**config.mk**
```make
export PLATFORM = sky130hd
export DESIGN_NAME = odtb_top
export DESIGN_NICKNAME = d
export VERILOG_FILES = /design/src/odtb_pkg.sv /design/src/odtb_top.sv
export VERILOG_INCLUDE_DIRS = /design/src
export SDC_FILE = /design/constraint.sdc
export NUM_CORES = 1
export LEC_CHECK = 0
export BUFFER_PORTS_ARGS = -buffer_cell sky130_fd_sc_hd__buf_4
export CAP_MARGIN = 20
export CORE_MARGIN = 1.5
export CORE_UTILIZATION = 60
export DETAILED_ROUTE_END_ITERATION = 8
export GPL_TIMING_DRIVEN = 0
export PLACE_DENSITY = 0.85
export SLEW_MARGIN = 20
export SYNTH_ARGS = -nofsm -noshare
export SYNTH_HDL_FRONTEND = slang
export SYNTH_SLANG_ARGS = --single-unit
```
**constraint.sdc**
```tcl
create_clock -name clock_i -period 9.1 [get_ports clock_i]
set_input_delay 1.82 -clock clock_i [delete_from_list [all_inputs] [get_ports clock_i]]
set_output_delay 1.82 -clock clock_i [all_outputs]
set_load 0.02 [all_outputs]
```
**src/odtb_params.svh**
```systemverilog
// Purpose: offsets, field positions, reset values and counts of the debug block
// Assumes: 8-bit register port, one clock
// Notes: included by the debug top module and by the bench
`ifndef ODTB_PARAMS_SVH
`define ODTB_PARAMS_SVH

// ----------------------------------------------------------------------
// register offsets
// ----------------------------------------------------------------------
`define ODTB_OFS_BKPT_H 8'h00
`define ODTB_OFS_BKPT_L 8'h01
`define ODTB_OFS_BDC_SC 8'h02
`define ODTB_OFS_CMPA_H 8'h03
`define ODTB_OFS_CMPA_L 8'h04
`define ODTB_OFS_CMPB_H 8'h05
`define ODTB_OFS_CMPB_L 8'h06
`define ODTB_OFS_FIFO_H 8'h07
`define ODTB_OFS_FIFO_L 8'h08
`define ODTB_OFS_CTRL 8'h09
`define ODTB_OFS_TRIG 8'h0A
`define ODTB_OFS_STAT 8'h0B

// ----------------------------------------------------------------------
// field positions
// ----------------------------------------------------------------------
`define ODTB_BDC_EN_BIT 7
`define ODTB_BDC_FTS_BIT 6
`define ODTB_CTRL_ARM_BIT 7
`define ODTB_CTRL_BRKEN_BIT 6
`define ODTB_CTRL_TAG_BIT 5
`define ODTB_CTRL_COMP_A_RW_QUALIFY_ENABLE_BIT 4
`define ODTB_CTRL_RWA_BIT 3
`define ODTB_CTRL_RWBEN_BIT 2
`define ODTB_CTRL_RWB_BIT 1
`define ODTB_TRIG_SEL_BIT 7
`define ODTB_TRIG_BEGIN_BIT 6

// ----------------------------------------------------------------------
// reset values and counts
// ----------------------------------------------------------------------
`define ODTB_REG8_RST 8'h00
`define ODTB_REG16_RST 16'h0000
`define ODTB_FIFO_DEPTH 8
`define ODTB_COF_SKIP 2'h2

`endif

```
**src/odtb_pkg.sv**
```systemverilog
// Purpose: types shared by the debug block
// Assumes: nothing
// Notes: constants live in odtb_params.svh
package odtb_pkg;

   // -------------------------------------------------------------------
   // cpu bus cycle and change-of-flow report
   // -------------------------------------------------------------------
   typedef struct packed {
      logic valid;
      logic rw;
      logic opfetch;
      logic bdc;
      logic [15:0] addr;
      logic [7:0] rdata;
      logic [7:0] wdata;
   } odtb_cpu_bus_t;

   typedef enum logic [1:0] {
      ODTB_COF_COND_TAKEN = 2'h0,
      ODTB_COF_BRA_BRN = 2'h1,
      ODTB_COF_INDIRECT = 2'h2,
      ODTB_COF_INT_RET = 2'h3
   } odtb_cof_kind_t;

   typedef struct packed {
      logic valid;
      odtb_cof_kind_t kind;
      logic [15:0] src;
      logic [15:0] dst;
   } odtb_cof_t;

   // -------------------------------------------------------------------
   // trigger modes and run states
   // -------------------------------------------------------------------
   typedef enum logic [3:0] {
      ODTB_M_A_ONLY = 4'h0,
      ODTB_M_A_OR_B = 4'h1,
      ODTB_M_A_THEN_B = 4'h2,
      ODTB_M_EV_B = 4'h3,
      ODTB_M_A_THEN_EV_B = 4'h4,
      ODTB_M_A_AND_D = 4'h5,
      ODTB_M_A_NOT_D = 4'h6,
      ODTB_M_INSIDE = 4'h7,
      ODTB_M_OUTSIDE = 4'h8
   } odtb_mode_t;

   typedef enum logic [4:0] {
      ODTB_ST_IDLE = 5'h01,
      ODTB_ST_BEGIN_WAIT = 5'h02,
      ODTB_ST_BEGIN_STORE = 5'h04,
      ODTB_ST_END_STORE = 5'h08,
      ODTB_ST_EVENT = 5'h10
   } odtb_state_t;

endpackage

```
**src/odtb_top.sv**
```systemverilog
// Purpose: background breakpoint, two comparators and capture fifo
// Assumes: cpu signals on clock_i; register port reads answer next cycle
// Notes: bdm_tag_o is combinational and accompanies the opcode fetch
//
// The register offsets and the strobed register port were left to the implementer.
`timescale 1ns/1ps
`include "odtb_params.svh"

module odtb_top #(
   parameter int DEPTH = `ODTB_FIFO_DEPTH
) (
   input wire logic clock_i,
   input wire logic rst_b_i,
   input wire odtb_pkg::odtb_cpu_bus_t cpu_i,
   input wire logic exec_valid_i,
   input wire logic [15:0] exec_addr_i,
   input wire logic boundary_i,
   input wire odtb_pkg::odtb_cof_t cof_i,
   input wire logic [7:0] reg_addr_i,
   input wire logic [7:0] reg_wdata_i,
   input wire logic reg_wr_i,
   input wire logic reg_rd_i,
   output logic [7:0] reg_rdata_o,
   output logic bdm_force_req_o,
   output logic bdm_tag_o
);

   localparam int CW = $clog2(DEPTH + 1);

   // -------------------------------------------------------------------
   // reset release
   // -------------------------------------------------------------------
   logic rst_s1_q;
   logic rst_sync_b_q;

   always_ff @(posedge clock_i or negedge rst_b_i)
   begin
      if (!rst_b_i)
      begin
         rst_s1_q <= 1'b0;
         rst_sync_b_q <= 1'b0;
      end
      else
      begin
         rst_s1_q <= 1'b1;
         rst_sync_b_q <= rst_s1_q;
      end
   end

   // -------------------------------------------------------------------
   // registers written by software
   // -------------------------------------------------------------------
   logic [15:0] bkpt_q;
   logic [15:0] cmpa_q;
   logic [15:0] cmpb_q;
   logic [7:0] bdc_sc_q;
   logic [7:0] ctrl_q;
   logic [7:0] trig_q;

   always_ff @(posedge clock_i or negedge rst_sync_b_q)
   begin
      if (!rst_sync_b_q)
      begin
         bkpt_q <= `ODTB_REG16_RST;
         cmpa_q <= `ODTB_REG16_RST;
         cmpb_q <= `ODTB_REG16_RST;
         bdc_sc_q <= `ODTB_REG8_RST;
         ctrl_q <= `ODTB_REG8_RST;
         trig_q <= `ODTB_REG8_RST;
      end
      else if (reg_wr_i)
      begin
         case (reg_addr_i)
            `ODTB_OFS_BKPT_H: bkpt_q[15:8] <= reg_wdata_i;
            `ODTB_OFS_BKPT_L: bkpt_q[7:0] <= reg_wdata_i;
            `ODTB_OFS_BDC_SC: bdc_sc_q <= reg_wdata_i;
            `ODTB_OFS_CMPA_H: cmpa_q[15:8] <= reg_wdata_i;
            `ODTB_OFS_CMPA_L: cmpa_q[7:0] <= reg_wdata_i;
            `ODTB_OFS_CMPB_H: cmpb_q[15:8] <= reg_wdata_i;
            `ODTB_OFS_CMPB_L: cmpb_q[7:0] <= reg_wdata_i;
            `ODTB_OFS_CTRL: ctrl_q <= reg_wdata_i;
            `ODTB_OFS_TRIG: trig_q <= reg_wdata_i;
            default: ;
         endcase
      end
   end

   logic arm_wr;
   logic disarm_wr;
   logic pop;
   logic peek;
   assign arm_wr = reg_wr_i && reg_addr_i == `ODTB_OFS_CTRL && reg_wdata_i[`ODTB_CTRL_ARM_BIT];
   assign disarm_wr = reg_wr_i && reg_addr_i == `ODTB_OFS_CTRL && !reg_wdata_i[`ODTB_CTRL_ARM_BIT];
   assign pop = reg_rd_i && reg_addr_i == `ODTB_OFS_FIFO_L;
   assign peek = reg_rd_i && reg_addr_i == `ODTB_OFS_FIFO_H;

   // -------------------------------------------------------------------
   // comparators
   // -------------------------------------------------------------------
   function automatic logic rw_ok(input logic en, input logic val, input logic rw);
      rw_ok = !en || (val == rw);
   endfunction

   function automatic logic is_event(input odtb_pkg::odtb_mode_t m);
      is_event = (m == odtb_pkg::ODTB_M_EV_B) || (m == odtb_pkg::ODTB_M_A_THEN_EV_B);
   endfunction

   odtb_pkg::odtb_mode_t mode;
   odtb_pkg::odtb_state_t state_q;
   logic af_q;
   logic bf_q;
   logic armed;
   logic use_exec;
   logic cmp_ok;
   logic cmp_rw;
   logic [15:0] cmp_addr;
   logic [7:0] data_sel;
   logic match_a;
   logic match_b;
   logic match_d;
   logic ge_a;
   logic le_b;
   logic full_mode;
   logic trig;

   assign mode = odtb_pkg::odtb_mode_t'(trig_q[3:0]);
   assign armed = state_q != odtb_pkg::ODTB_ST_IDLE;
   assign use_exec = trig_q[`ODTB_TRIG_SEL_BIT];
   assign cmp_ok = !cpu_i.bdc && (use_exec ? exec_valid_i : cpu_i.valid);
   assign cmp_addr = use_exec ? exec_addr_i : cpu_i.addr;
   assign cmp_rw = use_exec ? 1'b1 : cpu_i.rw;
   assign match_a = cmp_ok && cmp_addr == cmpa_q
      && rw_ok(ctrl_q[`ODTB_CTRL_COMP_A_RW_QUALIFY_ENABLE_BIT], ctrl_q[`ODTB_CTRL_RWA_BIT], cmp_rw);
   assign match_b = cmp_ok && cmp_addr == cmpb_q
      && rw_ok(ctrl_q[`ODTB_CTRL_RWBEN_BIT], ctrl_q[`ODTB_CTRL_RWB_BIT], cmp_rw);
   assign data_sel = (ctrl_q[`ODTB_CTRL_COMP_A_RW_QUALIFY_ENABLE_BIT] && !ctrl_q[`ODTB_CTRL_RWA_BIT])
      ? cpu_i.wdata : cpu_i.rdata;
   assign match_d = data_sel == cmpb_q[7:0];
   assign ge_a = cmp_addr >= cmpa_q;
   assign le_b = cmp_addr <= cmpb_q;
   assign full_mode = mode == odtb_pkg::ODTB_M_A_AND_D || mode == odtb_pkg::ODTB_M_A_NOT_D;

   always_comb
   begin
      trig = 1'b0;
      case (mode)
         odtb_pkg::ODTB_M_A_ONLY: trig = match_a;
         odtb_pkg::ODTB_M_A_OR_B: trig = match_a || match_b;
         odtb_pkg::ODTB_M_A_THEN_B: trig = af_q && match_b;
         odtb_pkg::ODTB_M_EV_B: trig = match_b;
         odtb_pkg::ODTB_M_A_THEN_EV_B: trig = af_q && match_b;
         odtb_pkg::ODTB_M_A_AND_D: trig = match_a && match_d;
         odtb_pkg::ODTB_M_A_NOT_D: trig = match_a && !match_d;
         odtb_pkg::ODTB_M_INSIDE: trig = match_a || (cmp_ok && ge_a && le_b);
         odtb_pkg::ODTB_M_OUTSIDE: trig = cmp_ok && (!ge_a || !le_b);
         default: trig = 1'b0;
      endcase
   end

   // -------------------------------------------------------------------
   // change-of-flow selection and fifo input
   // -------------------------------------------------------------------
   logic cof_store;
   logic [15:0] cof_word;
   logic [CW-1:0] cnt_q;
   logic [1:0] skip_q;
   logic push;
   logic [15:0] push_val;
   logic [15:0] last_fetch_q;

   assign cof_store = cof_i.valid && cof_i.kind != odtb_pkg::ODTB_COF_BRA_BRN;
   assign cof_word = (cof_i.kind == odtb_pkg::ODTB_COF_COND_TAKEN)
      ? cof_i.src : cof_i.dst;
   assign push = (state_q == odtb_pkg::ODTB_ST_BEGIN_STORE && skip_q == 2'h0 && cof_store)
      || (state_q == odtb_pkg::ODTB_ST_END_STORE && cof_store)
      || (state_q == odtb_pkg::ODTB_ST_EVENT && trig);
   assign push_val = is_event(mode) ? {8'h00, data_sel} : cof_word;

   // -------------------------------------------------------------------
   // run control
   // -------------------------------------------------------------------
   logic last_slot;
   assign last_slot = cnt_q == CW'(DEPTH - 1);

   always_ff @(posedge clock_i or negedge rst_sync_b_q)
   begin
      if (!rst_sync_b_q)
      begin
         state_q <= odtb_pkg::ODTB_ST_IDLE;
      end
      else if (disarm_wr)
      begin
         state_q <= odtb_pkg::ODTB_ST_IDLE;
      end
      else if (arm_wr)
      begin
         if (is_event(mode))
            state_q <= odtb_pkg::ODTB_ST_EVENT;
         else if (trig_q[`ODTB_TRIG_BEGIN_BIT])
            state_q <= odtb_pkg::ODTB_ST_BEGIN_WAIT;
         else
            state_q <= odtb_pkg::ODTB_ST_END_STORE;
      end
      else
      begin
         case (state_q)
            odtb_pkg::ODTB_ST_IDLE: ;
            odtb_pkg::ODTB_ST_BEGIN_WAIT:
               if (trig)
                  state_q <= odtb_pkg::ODTB_ST_BEGIN_STORE;
            odtb_pkg::ODTB_ST_BEGIN_STORE, odtb_pkg::ODTB_ST_EVENT:
               if (push && last_slot)
                  state_q <= odtb_pkg::ODTB_ST_IDLE;
            odtb_pkg::ODTB_ST_END_STORE:
               if (trig)
                  state_q <= odtb_pkg::ODTB_ST_IDLE;
            default: state_q <= odtb_pkg::ODTB_ST_IDLE;
         endcase
      end
   end

   // bus cycles to ignore after a begin trigger
   always_ff @(posedge clock_i or negedge rst_sync_b_q)
   begin
      if (!rst_sync_b_q)
         skip_q <= 2'h0;
      else if (state_q == odtb_pkg::ODTB_ST_BEGIN_WAIT && trig)
         skip_q <= `ODTB_COF_SKIP;
      else if (skip_q != 2'h0 && cpu_i.valid)
         skip_q <= skip_q - 2'h1;
   end

   always_ff @(posedge clock_i or negedge rst_sync_b_q)
   begin
      if (!rst_sync_b_q)
      begin
         af_q <= 1'b0;
         bf_q <= 1'b0;
      end
      else if (arm_wr)
      begin
         af_q <= 1'b0;
         bf_q <= 1'b0;
      end
      else if (armed)
      begin
         af_q <= af_q || match_a;
         bf_q <= bf_q || (full_mode ? match_a && match_d : match_b);
      end
   end

   always_ff @(posedge clock_i or negedge rst_sync_b_q)
   begin
      if (!rst_sync_b_q)
         cnt_q <= '0;
      else if (arm_wr)
         cnt_q <= '0;
      else if (push && cnt_q != CW'(DEPTH))
         cnt_q <= cnt_q + CW'(1);
   end

   always_ff @(posedge clock_i or negedge rst_sync_b_q)
   begin
      if (!rst_sync_b_q)
         last_fetch_q <= `ODTB_REG16_RST;
      else if (cpu_i.valid && cpu_i.opfetch && !cpu_i.bdc)
         last_fetch_q <= cpu_i.addr;
   end

   // -------------------------------------------------------------------
   // capture fifo: entry 0 is the read port, new words enter at the top
   // -------------------------------------------------------------------
   logic [15:0] fifo_q [DEPTH];
   logic shift;
   logic halt_shift;
   logic [15:0] shift_in;

   // a hand-stopped run with the fifo not full moves the fifo on by one, leaving one dummy read fewer
   assign halt_shift = disarm_wr && armed && cnt_q != CW'(DEPTH);
   assign shift = push || pop || halt_shift;
   assign shift_in = push ? push_val : (armed ? 16'h0000 : last_fetch_q);

   genvar gi;
   generate
      for (gi = 0; gi < DEPTH; gi++)
      begin : g_stage
         always_ff @(posedge clock_i or negedge rst_sync_b_q)
         begin
            if (!rst_sync_b_q)
               fifo_q[gi] <= `ODTB_REG16_RST;
            else if (shift)
               fifo_q[gi] <= (gi == DEPTH - 1) ? shift_in : fifo_q[(gi + 1) % DEPTH];
         end
      end
   endgenerate

   // high-byte read freezes the word so the low byte matches it
   logic [7:0] hold_lo_q;
   logic hold_v_q;

   always_ff @(posedge clock_i or negedge rst_sync_b_q)
   begin
      if (!rst_sync_b_q)
      begin
         hold_lo_q <= `ODTB_REG8_RST;
         hold_v_q <= 1'b0;
      end
      else if (peek)
      begin
         hold_lo_q <= fifo_q[0][7:0];
         hold_v_q <= 1'b1;
      end
      else if (pop)
         hold_v_q <= 1'b0;
   end

   // -------------------------------------------------------------------
   // read data
   // -------------------------------------------------------------------
   logic [7:0] rd_d;
   logic [7:0] rdata_q;

   always_comb
   begin
      rd_d = 8'h00;
      case (reg_addr_i)
         `ODTB_OFS_BKPT_H: rd_d = bkpt_q[15:8];
         `ODTB_OFS_BKPT_L: rd_d = bkpt_q[7:0];
         `ODTB_OFS_BDC_SC: rd_d = bdc_sc_q;
         `ODTB_OFS_CMPA_H: rd_d = cmpa_q[15:8];
         `ODTB_OFS_CMPA_L: rd_d = cmpa_q[7:0];
         `ODTB_OFS_CMPB_H: rd_d = cmpb_q[15:8];
         `ODTB_OFS_CMPB_L: rd_d = cmpb_q[7:0];
         `ODTB_OFS_FIFO_H: rd_d = fifo_q[0][15:8];
         `ODTB_OFS_FIFO_L: rd_d = hold_v_q ? hold_lo_q : fifo_q[0][7:0];
         `ODTB_OFS_CTRL: rd_d = {armed, ctrl_q[6:0]};
         `ODTB_OFS_TRIG: rd_d = trig_q;
         `ODTB_OFS_STAT: rd_d = {af_q, bf_q, armed, 1'b0, 4'(cnt_q)};
         default: rd_d = 8'h00;
      endcase
   end

   always_ff @(posedge clock_i or negedge rst_sync_b_q)
   begin
      if (!rst_sync_b_q)
         rdata_q <= `ODTB_REG8_RST;
      else if (reg_rd_i)
         rdata_q <= rd_d;
   end
   assign reg_rdata_o = rdata_q;

   // -------------------------------------------------------------------
   // breakpoint requests to the cpu
   // -------------------------------------------------------------------
   logic bdc_hit;
   logic dbg_brk;
   logic force_set;
   logic force_q;

   assign bdc_hit = bdc_sc_q[`ODTB_BDC_EN_BIT] && cpu_i.valid && !cpu_i.bdc
      && cpu_i.addr == bkpt_q;
   assign dbg_brk = ctrl_q[`ODTB_CTRL_BRKEN_BIT] && armed;
   assign force_set = (bdc_hit && bdc_sc_q[`ODTB_BDC_FTS_BIT])
      || (dbg_brk && !ctrl_q[`ODTB_CTRL_TAG_BIT] && trig);
   assign bdm_tag_o = cpu_i.opfetch
      && ((bdc_hit && !bdc_sc_q[`ODTB_BDC_FTS_BIT])
      || (dbg_brk && ctrl_q[`ODTB_CTRL_TAG_BIT] && (full_mode ? match_a : trig)));

   always_ff @(posedge clock_i or negedge rst_sync_b_q)
   begin
      if (!rst_sync_b_q)
         force_q <= 1'b0;
      else if (force_set)
         force_q <= 1'b1;
      else if (boundary_i)
         force_q <= 1'b0;
   end
   assign bdm_force_req_o = force_q;
endmodule

```
==> flow_metrics.py <==
metrics = {
    "run_status": {
        "outcome": "completed",
    },
    "worst_setup_path": {
        "r2r-end": "fifo_q[12]$_DFFE_PN0P_",
        "startpoint_type": "primary input",
        "r2r_start": "trig_q[7]$_DFFE_PN0P_",
        "crit_path_start": "cpu_i[30]",
        "regToRegSetupSlack_ns": 3.97,
        "crit_type": "primary input to output pin",
        "crit_required_ns": 7.28,
        "worstPathMaxFanout": 4,
        "r2r_cells": 13,
        "worstSetupEndpoint": "bdm_tag_o",
        "end_kind": "output pin",
        "cp.arrival_ns": 5.25,
    },
    "floorplanning": {
        "die_y_um": 149,
        "fp.dieArea_mm2": 0.0223,
        "coreArea_mm2": 0.0210,
        "chipWidth_um": 149,
        "start_util_pct": 61.2,
        "num_rows": 53,
        "ios": 119,
    },
    "detailed_routing": {
        "drc": 0,
        "first_pass_iters": 5,
        "vias": 9216,
        "wire_per_inst_um": 24.6,
        "drt_iter0_markers": 983,
        "route.final.wire_length_um": 36300,
        "viasPerCell": 6.27,
        "ant_nets": 0,
    },
    "job": {
        "drv_cap": 0,
    },
    "global_route": {
        "grt_pass1_wl_um": 55600,
        "first_global_vias": 9415,
        "grt_max_degree": 59,
        "antenna_found_initial": 0,
        "grt_usage_pct": 33.2,
        "grt_overflow": 0,
    },
    "logic_synthesis": {
        "ys_async_sr_fraction_pct": 100,
        "synth_commonest_cells": "dfrtp_1 (247), mux2_2 (124), mux2_4 (112), nand2_1 (67), inv_1 (52)",
        "synth_area_leaders": "dfrtp_1 (48%), mux2_4 (13%), mux2_2 (11%)",
        "netlist_area_mm2": 0.0129,
        "synth-seq-cells": 248,
        "synth_fp_nets": 1172,
        "synth_edf_count": 0,
        "synth_ff_type": "dfrtp_1",
        "yosys.area.top_type": "dfrtp_1",
        "synth_cells": 1028,
        "synth.distinct_cells": 65,
        "synth_top_cell_area_share_pct": 48.1,
        "yosysWarningCount": 0,
        "syn_area_per_cell_um2": 12.5,
        "yosysMostFrequentCell": "dfrtp_1",
        "ys_seq_area_share_pct": 48.3,
    },
    "timing": {
        "tightest_slew_ns": 1.14,
        "drv_slew": 0,
        "clock_skew_ns": 0.0211,
        "fmax_ghz": 0.141,
        "setup_tns_ns": 0,
        "report.final.setup_viol": 0,
        "rsz0062_at_grt": "no",
        "min_period_ns": 7.07,
        "fin_crit_sh_pct": 77.7,
        "hold_viol": 0,
        "slew_headroom_pct": 23.2,
    },
    "cts": {
        "cts_sinks": 248,
        "clk_pin_slew_ns": 0.06,
        "root_buffer": "clkbuf_16",
        "post_cts_buffers": 0,
        "cts_hold_buf": 0,
        "clk_latency_ns": 0.54,
        "cts_buffers": 26,
        "cts_tree": "yes",
        "cts_resized": 0,
        "htree_levels": 1,
        "max-clock-path-buffers": 3,
    },
    "cells_and_area": {
        "synthToLayoutAreaGrowth_pct": 17.0,
        "drive_gt1_share_pct": 37.0,
        "finalInstanceArea_mm2": 0.0150,
        "diodes": 0,
        "nets": 1320,
        "post-route-util_pct": 71.6,
    },
    "worst_hold_path": {
        "hold_path.class": "flop to flop",
    },
    "place": {
        "gp_congestion": 0.989,
        "dpl.hpwl_um": 26200,
        "placed_area_mm2": 0.0142,
        "io_buffers": 116,
    },
    "power_and_ir_drop": {
        "irDropWorstVdd_mv": 0.136,
        "seqPwrFrac_pct": 46.8,
        "p_switching_uw": 652,
        "p_leak_uw": 0.00701,
        "clockPowerShare_pct": 41.0,
        "swShare_pct": 25.3,
        "p_per_area_mw_per_mm2": 171,
        "p_int_uw": 1920,
        "fin_total_pwr_uw": 2570,
        "combinationalPowerShare_pct": 12.2,
    },
}
power groups by stage:
stage | sequential, uW | clock, uW | combinational, uW
5_1_grt | 1210 | 1110 | 342
3_3_place_gp | 1240 | 0 | 276
2_1_floorplan | 1220 | 0 | 178
4_1_cts | 1200 | 1060 | 310
3_5_place_dp | 1220 | 0 | 306
6_report | 1210 | 1050 | 313
logic make-up (layout without fill, tap and decap cells):
family / count (synthesis) / in the layout / share of synthesized area (%)
flops: 248 / 248 / 48.3
simple gates: 207 / 207 / 8.23
other cells: 1 / 1 / 0.0292
buf+inv: 90 / 258 / 3.49
compound gates: 168 / 168 / 9.53
fa+ha+maj: 35 / 35 / 3.41
xor+xnor: 24 / 24 / 1.63
mux: 255 / 255 / 25.4
critical path: stages:
cell and delay (ns):
buf_4 0.15, mux2_2 0.29, ha_1 0.31, nand4_1 0.25, nor4_1 1.03, o211ai_1 0.27, a21oi_1 0.30, o21ba_2 0.21
a211oi_1 0.30, o21a_1 0.18, buf_4 0.14
layout make-up:
type / instances / area [um2]
Timing Repair Buffer: 120 / 973
Buffer: 37 / 250
Sequential cell: 248 / 6210
Tap cell: 275 / 344
Clock inverter: 9 / 113
Multi-Input combinational cell: 690 / 6210
Clock buffer: 39 / 739
Fill cell: 1390 / 5980
Inverter: 53 / 199
state kept, by name, indices dropped and copies added (netlist names), 4 cells and up:
register and count:
bdc_sc_q 8, bkpt_q 16, cmpa_q 16, cmpb_q 16, cnt_q 4, ctrl_q 7
fifo_q 128, hold_lo_q 8, last_fetch_q 16, reg_rdata_o 8, state_q 5, trig_q 8
layout by cell type, fill, tap and decap left out, types with 4 or more instances in the layout:
cell type / netlist / final
o221ai_1: 6 / 6
a31oi_1: 7 / 7
clkbuf_1: 17 / 26
o31ai_1: 12 / 12
nor2b_1: 13 / 13
buf_2: 5 / 5
mux2i_1: 19 / 19
nand2b_1: 7 / 7
clkbuf_16: 0 / 26
nor4_1: 4 / 4
ha_1: 35 / 35
o221a_2: 8 / 8
mux2_2: 124 / 124
buf_4: 0 / 116
or3_1: 4 / 4
nand4_1: 19 / 19
inv_1: 52 / 52
dfrtp_1: 247 / 246
xnor2_1: 8 / 8
o211ai_1: 5 / 5
nor2_1: 39 / 39
mux2_4: 112 / 112
a21oi_1: 28 / 28
buf_6: 14 / 14
clkinv_2: 0 / 4
a211oi_1: 11 / 11
nand3_1: 22 / 22
clkbuf_8: 0 / 4
xor2_1: 16 / 16
nor3_1: 8 / 6
o21ai_0: 13 / 13
nand2_1: 67 / 67
a22oi_1: 45 / 45
o22ai_1: 13 / 13
metrics by stage:
| stage | setup slack (ns) | hold slack, ns | instances |
|---|---|---|---|
| floorplan | 1.68 | 0.331 | 1028 |
| global placement | -0.664 | 0.334 | 1419 |
| detailed placement | 2.12 | 0.338 | 1423 |
| CTS | 2.10 | 0.352 | 1471 |
| global route | 1.89 | 0.355 | 1471 |
| finish | 2.03 | 0.349 | 1471 |
metal layers:
metal	track usage, %	routed length [um]	up-vias
met4	12.4	1450	0
met1	44.1	14300	4602
met3	5.54	2890	100
met5	0	0	-
li1	-	-	4071
met2	54.7	17600	443
worst min-delay path by stage:
stage | start | endpoint | slack [ns] | depth (start not counted)
2_1_floorplan | rst_s1_q$_DFF_PN0_ | rst_sync_b_q$_DFF_PN0_ | 0.33 | 0
3_3_place_gp | rst_s1_q$_DFF_PN0_ | rst_sync_b_q$_DFF_PN0_ | 0.33 | 0
4_1_cts | rst_s1_q$_DFF_PN0_ | rst_sync_b_q$_DFF_PN0_ | 0.35 | 0
3_5_place_dp | rst_s1_q$_DFF_PN0_ | rst_sync_b_q$_DFF_PN0_ | 0.34 | 0
6_report | rst_s1_q$_DFF_PN0_ | rst_sync_b_q$_DFF_PN0_ | 0.35 | 0
5_1_grt | rst_s1_q$_DFF_PN0_ | rst_sync_b_q$_DFF_PN0_ | 0.35 | 0
Note: power is estimated with default switching activity, not from simulation.
